**config.mk**
```make
export PLATFORM = sky130hd
export DESIGN_NAME = conv_seq_ctrl
export DESIGN_NICKNAME = d
export VERILOG_FILES = /design/src/conv_seq_pkg.sv /design/src/conv_seq_ctrl.sv
export SDC_FILE = /design/constraint.sdc
export NUM_CORES = 1
export LEC_CHECK = 0
export ABC_AREA = 1
export ABC_CLOCK_PERIOD_IN_PS = 1700
export BUFFER_PORTS_ARGS = -buffer_cell sky130_fd_sc_hd__buf_2
export CELL_PAD_IN_SITES_DETAIL_PLACEMENT = 0
export CELL_PAD_IN_SITES_GLOBAL_PLACEMENT = 1
export CORE_UTILIZATION = 40
export DETAILED_ROUTE_END_ITERATION = 6
export PLACE_DENSITY = 0.83
export SLEW_MARGIN = 5
export SYNTH_ARGS = -nofsm -noshare
export SYNTH_HDL_FRONTEND = slang
export SYNTH_SLANG_ARGS = --single-unit
```
**constraint.sdc**
```tcl
create_clock -name clk_i -period 1.7 [get_ports clk_i]
set_input_delay 0.255 -clock clk_i [delete_from_list [all_inputs] [get_ports clk_i]]
set_output_delay 0.255 -clock clk_i [all_outputs]
set_load 0.005 [all_outputs]
```
**src/conv_seq_pkg.sv**
```systemverilog
/*
 * constants for the converter sequencing and timing controller:
 * register offsets, field positions, reset values, timing figures.
 * assumes a 125 MHz system clock and a 32-bit AXI4-Lite register bus.
 */
package conv_seq_pkg;
    // ==========================================================
    // register map (byte addresses)
    localparam logic [7:0] OFS_CTRL_ONE = 8'h00;
    localparam logic [7:0] OFS_CTRL_THREE = 8'h04;
    localparam logic [7:0] OFS_CHAN_SEL = 8'h08;
    localparam logic [7:0] OFS_SW_START = 8'h0C;
    localparam logic [7:0] OFS_IRQ_STATUS = 8'h10;
    localparam logic [7:0] OFS_IRQ_MASK = 8'h14;
    localparam logic [7:0] OFS_RESULT_A = 8'h18;
    localparam logic [7:0] OFS_RESULT_B = 8'h1C;
    localparam logic [7:0] OFS_STATE = 8'h20;
    // ==========================================================
    // field positions
    localparam int ACQ_LSB = 8;
    localparam int ACQ_W = 4;
    localparam int PAIRED_BIT = 0;
    localparam int CONT_BIT = 1;
    localparam int BANDGAP_HI_BIT = 7;
    localparam int BANDGAP_LO_BIT = 6;
    localparam int PWR_ON_BIT = 5;
    localparam int CLK_OFF_BIT = 4;
    localparam int CHAN_W = 4;
    localparam int RES_W = 12;
    localparam int IRQ_A = 0;
    localparam int IRQ_B = 1;
    localparam int IRQ_W = 2;
    // ==========================================================
    // converter clock and latencies, in converter clock periods; IRQ_DELAY in system clocks
    localparam int SYS_CLK_MHZ = 125;
    localparam int CONV_CLK_DIV = 10; // 12.5 MHz converter clock
    localparam int HALF_DIV = CONV_CLK_DIV / 2;
    localparam int TRIG_HALF_PERIODS = 5; // 2.5 periods
    localparam int FIRST_A_LAT = 4;
    localparam int FIRST_B_LAT = 5;
    localparam int SEQ_GAP_BASE = 2;
    localparam int SIM_GAP_BASE = 3;
    localparam int IRQ_DELAY = 2; // system clocks after result update
    localparam logic [31:0] RESET_CTRL = 32'h0000_0000;
    localparam logic [1:0] RESP_OKAY = 2'b00;
    localparam logic [1:0] RESP_SLVERR = 2'b10;
    typedef enum logic [1:0] {
        PWR_OPERATIONAL = 2'b00,
        PWR_DOWN_REF_ON = 2'b01,
        PWR_DOWN_REF_OFF = 2'b10,
        PWR_DOWN_CLK_OFF = 2'b11
    } power_cfg_t;
    typedef enum logic [1:0] {
        ST_IDLE = 2'b00,
        ST_DELAY = 2'b01,
        ST_SAMPLE = 2'b10
    } seq_state_t;
endpackage

```
**src/conv_seq_ctrl.sv**
```systemverilog
/*
 * converter sequencing and timing controller: start arbitration,
 * sample/hold pulse timing, pipelined result delivery, interrupts and
 * an AXI4-Lite register slave.
 * assumes start pins are asynchronous and need no debouncing, the
 * analog core holds its code from the sample instant until the result
 * is written, and the bus master waits for every answer.
 */
// The register addresses and the AXI4-Lite slave port were chosen for this implementation.
// Overview of operation
// mode bit 0 sequential single channel, 1 simultaneous pair
// sixteen inputs, two banks of eight, chosen by software
// pwm event, software write or external pin starts conversion
// sequential mode converts selected channel each pulse, may repeat
// sequential input sampled at falling edge of sample/hold pulse
// pulse width is one plus 4-bit acquisition field, control bits 8-11
// sampling starts 2.5 converter clocks after trigger
// sequential result after 4 clocks, later every 2 plus acquisition
// simultaneous A after 4, B after 5, later every 3 plus acquisition
// interrupt flags set few system clocks after result update
// simultaneous mode samples both pair channels at one falling edge
// software pairs only matching indices A0/B0 to A7/B7
// 12-bit results through four-stage pipeline, overlapping samples
// four power configurations from bandgap, reference, power, clock bits
// software sets bandgap bits before converter power bit
// software may set all power bits then wait settling time
// result register written before interrupt logic is told
`timescale 1ns/1ns
module conv_seq_ctrl (
    input wire logic clk_i,
    input wire logic sys_rst_i,
    input wire logic [31:0] s_axi_awaddr_i,
    input wire logic s_axi_awvalid_i,
    output logic s_axi_awready_o,
    input wire logic [31:0] s_axi_wdata_i,
    input wire logic [3:0] s_axi_wstrb_i,
    input wire logic s_axi_wvalid_i,
    output logic s_axi_wready_o,
    output logic [1:0] s_axi_bresp_o,
    output logic s_axi_bvalid_o,
    input wire logic s_axi_bready_i,
    input wire logic [31:0] s_axi_araddr_i,
    input wire logic s_axi_arvalid_i,
    output logic s_axi_arready_o,
    output logic [31:0] s_axi_rdata_o,
    output logic [1:0] s_axi_rresp_o,
    output logic s_axi_rvalid_o,
    input wire logic s_axi_rready_i,
    input wire logic pwm_event_source_i,
    input wire logic external_conversion_start_i,
    output logic converter_clock_o,
    output logic sample_hold_o,
    output logic [conv_seq_pkg::CHAN_W-1:0] mux_a_sel_o,
    output logic [conv_seq_pkg::CHAN_W-1:0] mux_b_sel_o,
    input wire logic [conv_seq_pkg::RES_W-1:0] core_code_a_i,
    input wire logic [conv_seq_pkg::RES_W-1:0] core_code_b_i,
    output logic bandgap_reference_power_o,
    output logic converter_power_on_o,
    output logic [1:0] power_cfg_o,
    output logic irq_o
);
    import conv_seq_pkg::*;

    localparam int PIPE = 8; // latency shift register depth

    // ==========================================================
    // state record
    // all remembered state, registered by one process
    typedef struct packed {
        logic [31:0] ctrl_one;
        logic [31:0] ctrl_three;
        logic [CHAN_W-1:0] chan;
        logic [IRQ_W-1:0] status;
        logic [IRQ_W-1:0] mask;
        logic [RES_W-1:0] res_a;
        logic [RES_W-1:0] res_b;
        logic [3:0] div;
        logic cclk;
        seq_state_t st;
        logic [4:0] cnt;
        logic sh;
        logic [CHAN_W-1:0] held_chan;
        logic [PIPE-1:0] pipe_a;
        logic [PIPE-1:0] pipe_b;
        logic [IRQ_DELAY-1:0] irq_a_dly;
        logic [IRQ_DELAY-1:0] irq_b_dly;
        logic [1:0] pwm_sync;
        logic [1:0] ext_sync;
        logic pwm_old;
        logic ext_old;
        logic sw_req;
        // bus side
        logic aw_got;
        logic w_got;
        logic [7:0] aw_addr;
        logic [31:0] w_data;
        logic [3:0] w_strb;
        logic bvalid;
        logic [1:0] bresp;
        logic rvalid;
        logic [31:0] rdata;
        logic [1:0] rresp;
    } state_t;

    state_t cur_ff;
    state_t nxt_s;

    logic paired;
    logic [3:0] acq;
    logic cclk_rise;
    logic cclk_fall;
    logic trig;
    logic do_write;
    logic do_read;
    logic [31:0] wmask;
    logic [4:0] gap_a;

    // ==========================================================
    // combinational next state
    always_comb begin
        nxt_s = cur_ff;
        paired = cur_ff.ctrl_one[PAIRED_BIT];
        acq = cur_ff.ctrl_one[ACQ_LSB +: ACQ_W];
        for (int i = 0; i < 4; i++) begin
            wmask[i*8 +: 8] = {8{cur_ff.w_strb[i]}};
        end

        // converter clock divider, stopped in the lowest power config;
        // the divider is held at zero so it restarts from a known phase
        cclk_rise = 1'b0;
        cclk_fall = 1'b0;
        if (cur_ff.ctrl_three[CLK_OFF_BIT]) begin
            nxt_s.div = 4'h0;
            nxt_s.cclk = 1'b0;
        end else if (cur_ff.div == 4'(HALF_DIV - 1)) begin
            nxt_s.div = 4'h0;
            nxt_s.cclk = ~cur_ff.cclk;
            cclk_rise = ~cur_ff.cclk;
            cclk_fall = cur_ff.cclk;
        end else begin
            nxt_s.div = cur_ff.div + 4'h1;
        end

        // start sources, pins synchronised then edge detected; the
        // edge detector resets low like the idle pins, so no false start
        nxt_s.pwm_sync = {cur_ff.pwm_sync[0], pwm_event_source_i};
        nxt_s.ext_sync = {cur_ff.ext_sync[0], external_conversion_start_i};
        nxt_s.pwm_old = cur_ff.pwm_sync[1];
        nxt_s.ext_old = cur_ff.ext_sync[1];
        trig = (cur_ff.pwm_sync[1] & ~cur_ff.pwm_old)
             | (cur_ff.ext_sync[1] & ~cur_ff.ext_old)
             | cur_ff.sw_req;
        // pin starts are dropped while converter power is off; a software start stays pending
        trig = trig & cur_ff.ctrl_three[PWR_ON_BIT];
        // a start while busy is dropped, a pending software start too
        if (trig) begin
            nxt_s.sw_req = 1'b0;
        end

        // sample/hold sequencer, counts half periods of converter clock in the delay, whole periods in the pulse;
        // one marker bit per sample walks down pipe_a, and down pipe_b too in paired mode, so a
        // new sample may start while older ones are still on their way
        gap_a = 5'(paired ? SIM_GAP_BASE : SEQ_GAP_BASE) + 5'(acq);
        nxt_s.pipe_a = cur_ff.pipe_a;
        nxt_s.pipe_b = cur_ff.pipe_b;
        if (cclk_rise) begin
            nxt_s.pipe_a = {1'b0, cur_ff.pipe_a[PIPE-1:1]};
            nxt_s.pipe_b = {1'b0, cur_ff.pipe_b[PIPE-1:1]};
        end
        // sequencer: idle, trigger delay, then the sample/hold pulse
        unique case (cur_ff.st)
            ST_IDLE: begin
                if (trig) begin
                    nxt_s.st = ST_DELAY;
                    nxt_s.cnt = 5'(TRIG_HALF_PERIODS);
                end
            end
            ST_DELAY: begin
                // count half periods down to one, then wait for a rise so
                // the pulse always spans whole converter clocks
                if ((cclk_rise | cclk_fall) & (cur_ff.cnt != 5'h1)) begin
                    nxt_s.cnt = cur_ff.cnt - 5'h1;
                end
                if (cclk_rise & (cur_ff.cnt == 5'h1)) begin
                    nxt_s.st = ST_SAMPLE;
                    nxt_s.sh = 1'b1;
                    nxt_s.held_chan = cur_ff.chan;
                    nxt_s.cnt = 5'(acq) + 5'h1;
                end
            end
            ST_SAMPLE: begin
                if (cclk_rise) begin
                    nxt_s.cnt = cur_ff.cnt - 5'h1;
                    if (cur_ff.cnt == 5'h1) begin
                        // falling edge of pulse: sample taken
                        nxt_s.sh = 1'b0;
                        nxt_s.pipe_a[FIRST_A_LAT-1] = 1'b1;
                        nxt_s.pipe_b[FIRST_B_LAT-1] = paired;
                        // continuous mode re-arms without a new start
                        if (cur_ff.ctrl_one[CONT_BIT]) begin
                            // idle gap in half periods, ends on a rise
                            nxt_s.cnt = 5'((gap_a - 5'(acq) - 5'h1) << 1);
                            nxt_s.st = ST_DELAY;
                        end else begin
                            nxt_s.st = ST_IDLE;
                        end
                    end
                end
            end
            default: nxt_s.st = ST_IDLE;
        endcase

        // results written first, flags follow a few system clocks later;
        // the core code is taken at the edge that writes the result
        nxt_s.irq_a_dly = {cur_ff.irq_a_dly[IRQ_DELAY-2:0], 1'b0};
        nxt_s.irq_b_dly = {cur_ff.irq_b_dly[IRQ_DELAY-2:0], 1'b0};
        if (cclk_rise & cur_ff.pipe_a[0]) begin
            nxt_s.res_a = core_code_a_i;
            nxt_s.irq_a_dly[0] = 1'b1;
        end
        if (cclk_rise & cur_ff.pipe_b[0]) begin
            nxt_s.res_b = core_code_b_i;
            nxt_s.irq_b_dly[0] = 1'b1;
        end

        // ------------------------------------------------------
        // AXI4-Lite slave, both channels accepted in either order; the
        // write is applied once both are held, and a standing bvalid
        // blocks new items until the master takes the response
        if (s_axi_awvalid_i & ~cur_ff.aw_got & ~cur_ff.bvalid) begin
            nxt_s.aw_got = 1'b1;
            nxt_s.aw_addr = s_axi_awaddr_i[7:0];
        end
        if (s_axi_wvalid_i & ~cur_ff.w_got & ~cur_ff.bvalid) begin
            nxt_s.w_got = 1'b1;
            nxt_s.w_data = s_axi_wdata_i;
            nxt_s.w_strb = s_axi_wstrb_i;
        end
        do_write = cur_ff.aw_got & cur_ff.w_got & ~cur_ff.bvalid;
        nxt_s.status = cur_ff.status;
        if (do_write) begin
            nxt_s.aw_got = 1'b0;
            nxt_s.w_got = 1'b0;
            nxt_s.bvalid = 1'b1;
            nxt_s.bresp = RESP_OKAY;
            unique case (cur_ff.aw_addr)
                OFS_CTRL_ONE: nxt_s.ctrl_one = (cur_ff.ctrl_one & ~wmask)
                    | (cur_ff.w_data & wmask);
                OFS_CTRL_THREE: nxt_s.ctrl_three =
                    (cur_ff.ctrl_three & ~wmask) | (cur_ff.w_data & wmask);
                OFS_CHAN_SEL: if (cur_ff.w_strb[0]) begin
                    nxt_s.chan = cur_ff.w_data[CHAN_W-1:0];
                end
                OFS_SW_START: if (cur_ff.w_strb[0] & cur_ff.w_data[0]) begin
                    nxt_s.sw_req = 1'b1;
                end
                OFS_IRQ_STATUS: if (cur_ff.w_strb[0]) begin
                    nxt_s.status = cur_ff.status
                        & ~cur_ff.w_data[IRQ_W-1:0];
                end
                OFS_IRQ_MASK: if (cur_ff.w_strb[0]) begin
                    nxt_s.mask = cur_ff.w_data[IRQ_W-1:0];
                end
                OFS_RESULT_A, OFS_RESULT_B, OFS_STATE: ;
                default: nxt_s.bresp = RESP_SLVERR;
            endcase
        end
        if (cur_ff.bvalid & s_axi_bready_i) begin
            nxt_s.bvalid = 1'b0;
        end

        // set wins over software clear, so an event that lands in the
        // clearing cycle is never lost
        if (cur_ff.irq_a_dly[IRQ_DELAY-1]) begin
            nxt_s.status[IRQ_A] = 1'b1;
        end
        if (cur_ff.irq_b_dly[IRQ_DELAY-1]) begin
            nxt_s.status[IRQ_B] = 1'b1;
        end

        // reads answer one cycle after the address is taken; unmapped
        // addresses return zero with an error response
        do_read = s_axi_arvalid_i & ~cur_ff.rvalid;
        if (do_read) begin
            nxt_s.rvalid = 1'b1;
            nxt_s.rresp = RESP_OKAY;
            nxt_s.rdata = 32'h0000_0000;
            unique case (s_axi_araddr_i[7:0])
                OFS_CTRL_ONE: nxt_s.rdata = cur_ff.ctrl_one;
                OFS_CTRL_THREE: nxt_s.rdata = cur_ff.ctrl_three;
                OFS_CHAN_SEL: nxt_s.rdata[CHAN_W-1:0] = cur_ff.chan;
                OFS_SW_START: nxt_s.rdata[0] = cur_ff.sw_req;
                OFS_IRQ_STATUS: nxt_s.rdata[IRQ_W-1:0] = cur_ff.status;
                OFS_IRQ_MASK: nxt_s.rdata[IRQ_W-1:0] = cur_ff.mask;
                OFS_RESULT_A: nxt_s.rdata[RES_W-1:0] = cur_ff.res_a;
                OFS_RESULT_B: nxt_s.rdata[RES_W-1:0] = cur_ff.res_b;
                OFS_STATE: nxt_s.rdata[2:0] = {cur_ff.sh, cur_ff.st};
                default: nxt_s.rresp = RESP_SLVERR;
            endcase
        end
        if (cur_ff.rvalid & s_axi_rready_i) begin
            nxt_s.rvalid = 1'b0;
        end
    end

    // ==========================================================
    // state register
    always_ff @(posedge clk_i) begin
        if (sys_rst_i) begin
            cur_ff <= '0;
            cur_ff.ctrl_one <= RESET_CTRL;
            cur_ff.ctrl_three <= RESET_CTRL;
            cur_ff.st <= ST_IDLE;
        end else begin
            cur_ff <= nxt_s;
        end
    end

    // ==========================================================
    // outputs
    // ready signals come straight from the state, so a request can be
    // taken in its first cycle
    assign s_axi_awready_o = ~cur_ff.aw_got & ~cur_ff.bvalid;
    assign s_axi_wready_o = ~cur_ff.w_got & ~cur_ff.bvalid;
    assign s_axi_bvalid_o = cur_ff.bvalid;
    assign s_axi_bresp_o = cur_ff.bresp;
    assign s_axi_arready_o = ~cur_ff.rvalid;
    assign s_axi_rvalid_o = cur_ff.rvalid;
    assign s_axi_rdata_o = cur_ff.rdata;
    assign s_axi_rresp_o = cur_ff.rresp;
    assign converter_clock_o = cur_ff.cclk;
    assign sample_hold_o = cur_ff.sh;
    // pair uses same index on both banks, sequential uses chan[3] as bank
    assign mux_a_sel_o = cur_ff.held_chan;
    assign mux_b_sel_o = {1'b1, cur_ff.held_chan[CHAN_W-2:0]};
    // powered only when both bandgap and reference bits are set
    assign bandgap_reference_power_o = cur_ff.ctrl_three[BANDGAP_HI_BIT]
        & cur_ff.ctrl_three[BANDGAP_LO_BIT];
    assign converter_power_on_o = cur_ff.ctrl_three[PWR_ON_BIT];
    // power configuration reported from the bits
    assign power_cfg_o = ~cur_ff.ctrl_three[PWR_ON_BIT]
        ? (cur_ff.ctrl_three[CLK_OFF_BIT] ? PWR_DOWN_CLK_OFF
        : (bandgap_reference_power_o ? PWR_DOWN_REF_ON : PWR_DOWN_REF_OFF))
        : PWR_OPERATIONAL;
    assign irq_o = |(cur_ff.status & cur_ff.mask);
endmodule

```
==> flow_metrics.py <==
metrics = {
    "sta": {
        "finalSetupViolCount": 0,
        "max_freq_mhz": 617,
        "fin_crit_ns": 1.62,
        "hold_viol_final": 0,
        "maxSlewViolCount": 0,
        "finClkSkew_ns": 0.00926,
        "rsz0062_at_grt": "true",
        "setup_ws_ns": 0.0803,
        "fin_crit_sh_pct": 95.3,
    },
    "critical_path": {
        "critPathArrivalTime_ns": 1.36,
        "r2r_slack_ns": 0.09,
        "crit_fanout": 4,
        "endpoint_kind": "output port",
        "ff2ff_path_depth": 10,
        "rr_endpoint": "cur_ff[116]$_SDFFE_PP0P_",
        "r2r-start": "cur_ff[117]$_SDFFE_PP0P_",
        "path_class": "register to output port",
        "required_ns": 1.44,
        "startpoint_type": "register",
    },
    "floorplan": {
        "fp.dieH_um": 154,
        "io_pins": 189,
        "die_x_um": 154,
        "fp.coreArea_um2": 22600,
        "design.die.area_um2": 23800,
        "start_util_pct": 40.9,
        "rows": 55,
    },
    "min_path": {
        "min-delay-path-class": "input port to register",
        "holdPathEnd": "cur_ff[61]$_SDFFE_PP0P_",
        "hold_path_depth": 3,
        "hold_path_startpoint": "s_axi_wdata_i[19]",
    },
    "route": {
        "wirelength_mm": 22.8,
        "vias": 7915,
        "wl_per_cell_um": 13.9,
        "ant_nets": 0,
        "first_pass_iters": 5,
        "via_per_inst": 4.83,
        "drtIter0Drc": 470,
        "drcViolationCount": 0,
    },
    "clocking": {
        "cts_buffers": 24,
        "h-tree-depth": 1,
        "root_buffer": "clkbuf_16",
        "clk_latency_ns": 0.51,
        "clk_pin_slew_ns": 0.06,
        "cts_max_path_buffers": 3,
        "cts.sink_count": 215,
        "cts_tree": "done",
    },
    "yosys": {
        "synth_top_area_share_pct": 46.5,
        "syn_area_per_cell_um2": 7.64,
        "synth-seq-area-share_pct": 46.5,
        "yosys.area.top_type": "dfxtp_1",
        "syn_area_um2": 9260,
        "yosysWarnings": 0,
        "synthCells": 1211,
        "synth_seq_cells": 215,
        "synthTopCellsByArea": "dfxtp_1 46%, o21ai_0 9.9%, a21oi_1 7.0%",
        "synth_cell_types": 40,
    },
    "layout": {
        "fill_cells": 2248,
        "multi_input_area_um2": 3750,
        "area_growth_pct": 20.9,
        "final_cell_mix": "212 x dfxtp_1, 178 x o21ai_0, 165 x inv_1",
        "drive_gt1_share_pct": 20.6,
        "seq_area_um2": 4310,
        "nNetsFinal": 1484,
        "antenna_cells": 0,
        "fin_cells": 1640,
        "final_common_cell": "dfxtp_1",
    },
    "power_and_ir_drop": {
        "power.internal_mw": 8.79,
        "pwr-share-clk_pct": 43.7,
        "power_frac_comb_pct": 9.8,
        "max-vdd-ir-drop_uv": 629,
        "leakagePower_nw": 4.69,
        "power.density_nw_per_um2": 1040,
        "netSwitchingFraction_pct": 24.1,
        "netSwitchingPower_mw": 2.80,
        "seqPwrFrac_pct": 46.5,
    },
    "placement": {
        "placement.io_buffers": 137,
        "dp_cells": 1582,
        "place_ws_ns": 0.0379,
        "hpwl_mm": 16.0,
        "gp_congestion": 0.824,
    },
    "global_route": {
        "gr-total-overflow": 0,
        "grt_pass1_wl_mm": 36.8,
        "grtUsageTotal_pct": 19.0,
        "grt_pass1_vias": 7257,
        "antenna_found_initial": 0,
        "grt_max_degree": 82,
    },
    "outcome": {
        "status": "finished, final reports clean",
    },
    "run": {
        "max_cap_violations": 0,
    },
}
[timing repair]
action / in CTS / in global routing
endpoints found under the setup margin: 2 / 61
resized for setup: 1 / 27
hold buffers: 15 / 0
pin swaps: 0 / 6
hold endpoints to repair: 15 / 0
setup buffers: 0 / 2
[routing by layer]
metal  up-vias  routed length [µm]  track usage [%]  part of all wire, %
met5         -                   0                0                    0
met4         0                 435             5.00                  1.9
met3        31                1090             2.82                  4.8
met2       193                9660             29.0                   42
met1      3547               11600             27.7                   51
li1       4144                   -                -                    -
[through the flow]
stage | power (mW) | hold WS [ns] | util [%] | TNS [ns] | cell area, µm²
after CTS | 11.7 | 0.00283 | 49.0 | 0 | 11100
after global routing | 12.1 | 0.0122 | 49.4 | -0.0827 | 11200
after global placement | 6.56 | 0.396 | 44.9 | 0 | 10200
after detailed placement | 6.58 | 0.400 | 44.9 | 0 | 10200
after floorplan | 6.17 | 0.354 | - | 0 | 9260
final | 11.6 | 0.00976 | 49.4 | 0 | 11200
[how the worst max path moves through the flow]
stage	from	endpoint	slack (ns)	cells past startpoint
4_1_cts	register	power_cfg_o[0]	0.02	4
3_5_place_dp	cur_ff[124]$_SDFF_PP0_	cur_ff[142]$_SDFFE_PP0P_	0.04	9
6_report	register	power_cfg_o[1]	0.08	4
5_1_grt	cur_ff[124]$_SDFF_PP0_	cur_ff[116]$_SDFFE_PP0P_	-0.03	10
3_3_place_gp	cur_ff[124]$_SDFF_PP0_	cur_ff[147]$_SDFFE_PP0P_	0.07	9
2_1_floorplan	cur_ff[124]$_SDFF_PP0_	cur_ff[116]$_SDFFE_PP0P_	0.19	12
[power groups by stage]
| stage | logic (mW) | registers, mW | clock network (mW) |
|---|---|---|---|
| after floorplan | 0.727 | 5.45 | 0 |
| after global placement | 1.08 | 5.48 | 0 |
| after detailed placement | 1.09 | 5.49 | 0 |
| after CTS | 1.12 | 5.38 | 5.19 |
| after global routing | 1.29 | 5.41 | 5.41 |
| final | 1.14 | 5.39 | 5.06 |
[cell usage after synthesis]
cell type  count
ha_1          11
buf_6          7
clkbuf_2       1
nor2_2         4
nor4_1         2
inv_2          4
a31oi_1        2
nand2_2        4
o21ai_1        9
buf_4         46
o22ai_1       12
nor2_4         5
nand4_1        2
a41oi_1        1
a211oi_1       4
xor2_1         5
clkbuf_1      35
o21ai_0      184
nor2_8         1
o21bai_1       2
nand3_1       35
a22o_1         1
dfxtp_1      215
nor3_1         3
a21oi_1      130
nor3_2         1
inv_1        169
nor2_1       156
o221ai_1      20
nand3_4        2
conb_1         2
nand2_1      103
xnor2_1        1
buf_1          3
buf_2         13
o21a_1         1
nand3_2       10
nand2_4        2
nor3_4         2
or2_2          1
[critical path, stage by stage (launching register included)]
cell	delay, ns
dfxtp_4	0.37
inv_2	0.05
buf_4	0.15
a21oi_1	0.13
buf_2	0.15
[cell families (layout without fill, tap and decap cells)]
| group | after synthesis | count (layout) | synth area share (%) |
|---|---|---|---|
| xor+xnor | 6 | 6 | 0.568 |
| fa+ha+maj | 11 | 11 | 1.49 |
| compound gates | 366 | 366 | 21.1 |
| flops | 215 | 215 | 46.5 |
| other cells | 2 | 3 | 0.0811 |
| simple gates | 333 | 333 | 16.4 |
| buf+inv | 278 | 421 | 13.9 |
[layout make-up]
type / instances / area share, %
sequential: 215 / 38.5
multi-input combinational: 719 / 33.5
timing repair buffer: 207 / 11.9
clock buffer: 35 / 6.46
inverter: 173 / 5.84
tap: 285 / 3.19
clock inverter: 6 / 0.514
No activity file was read; power rests on OpenSTA's default activity.
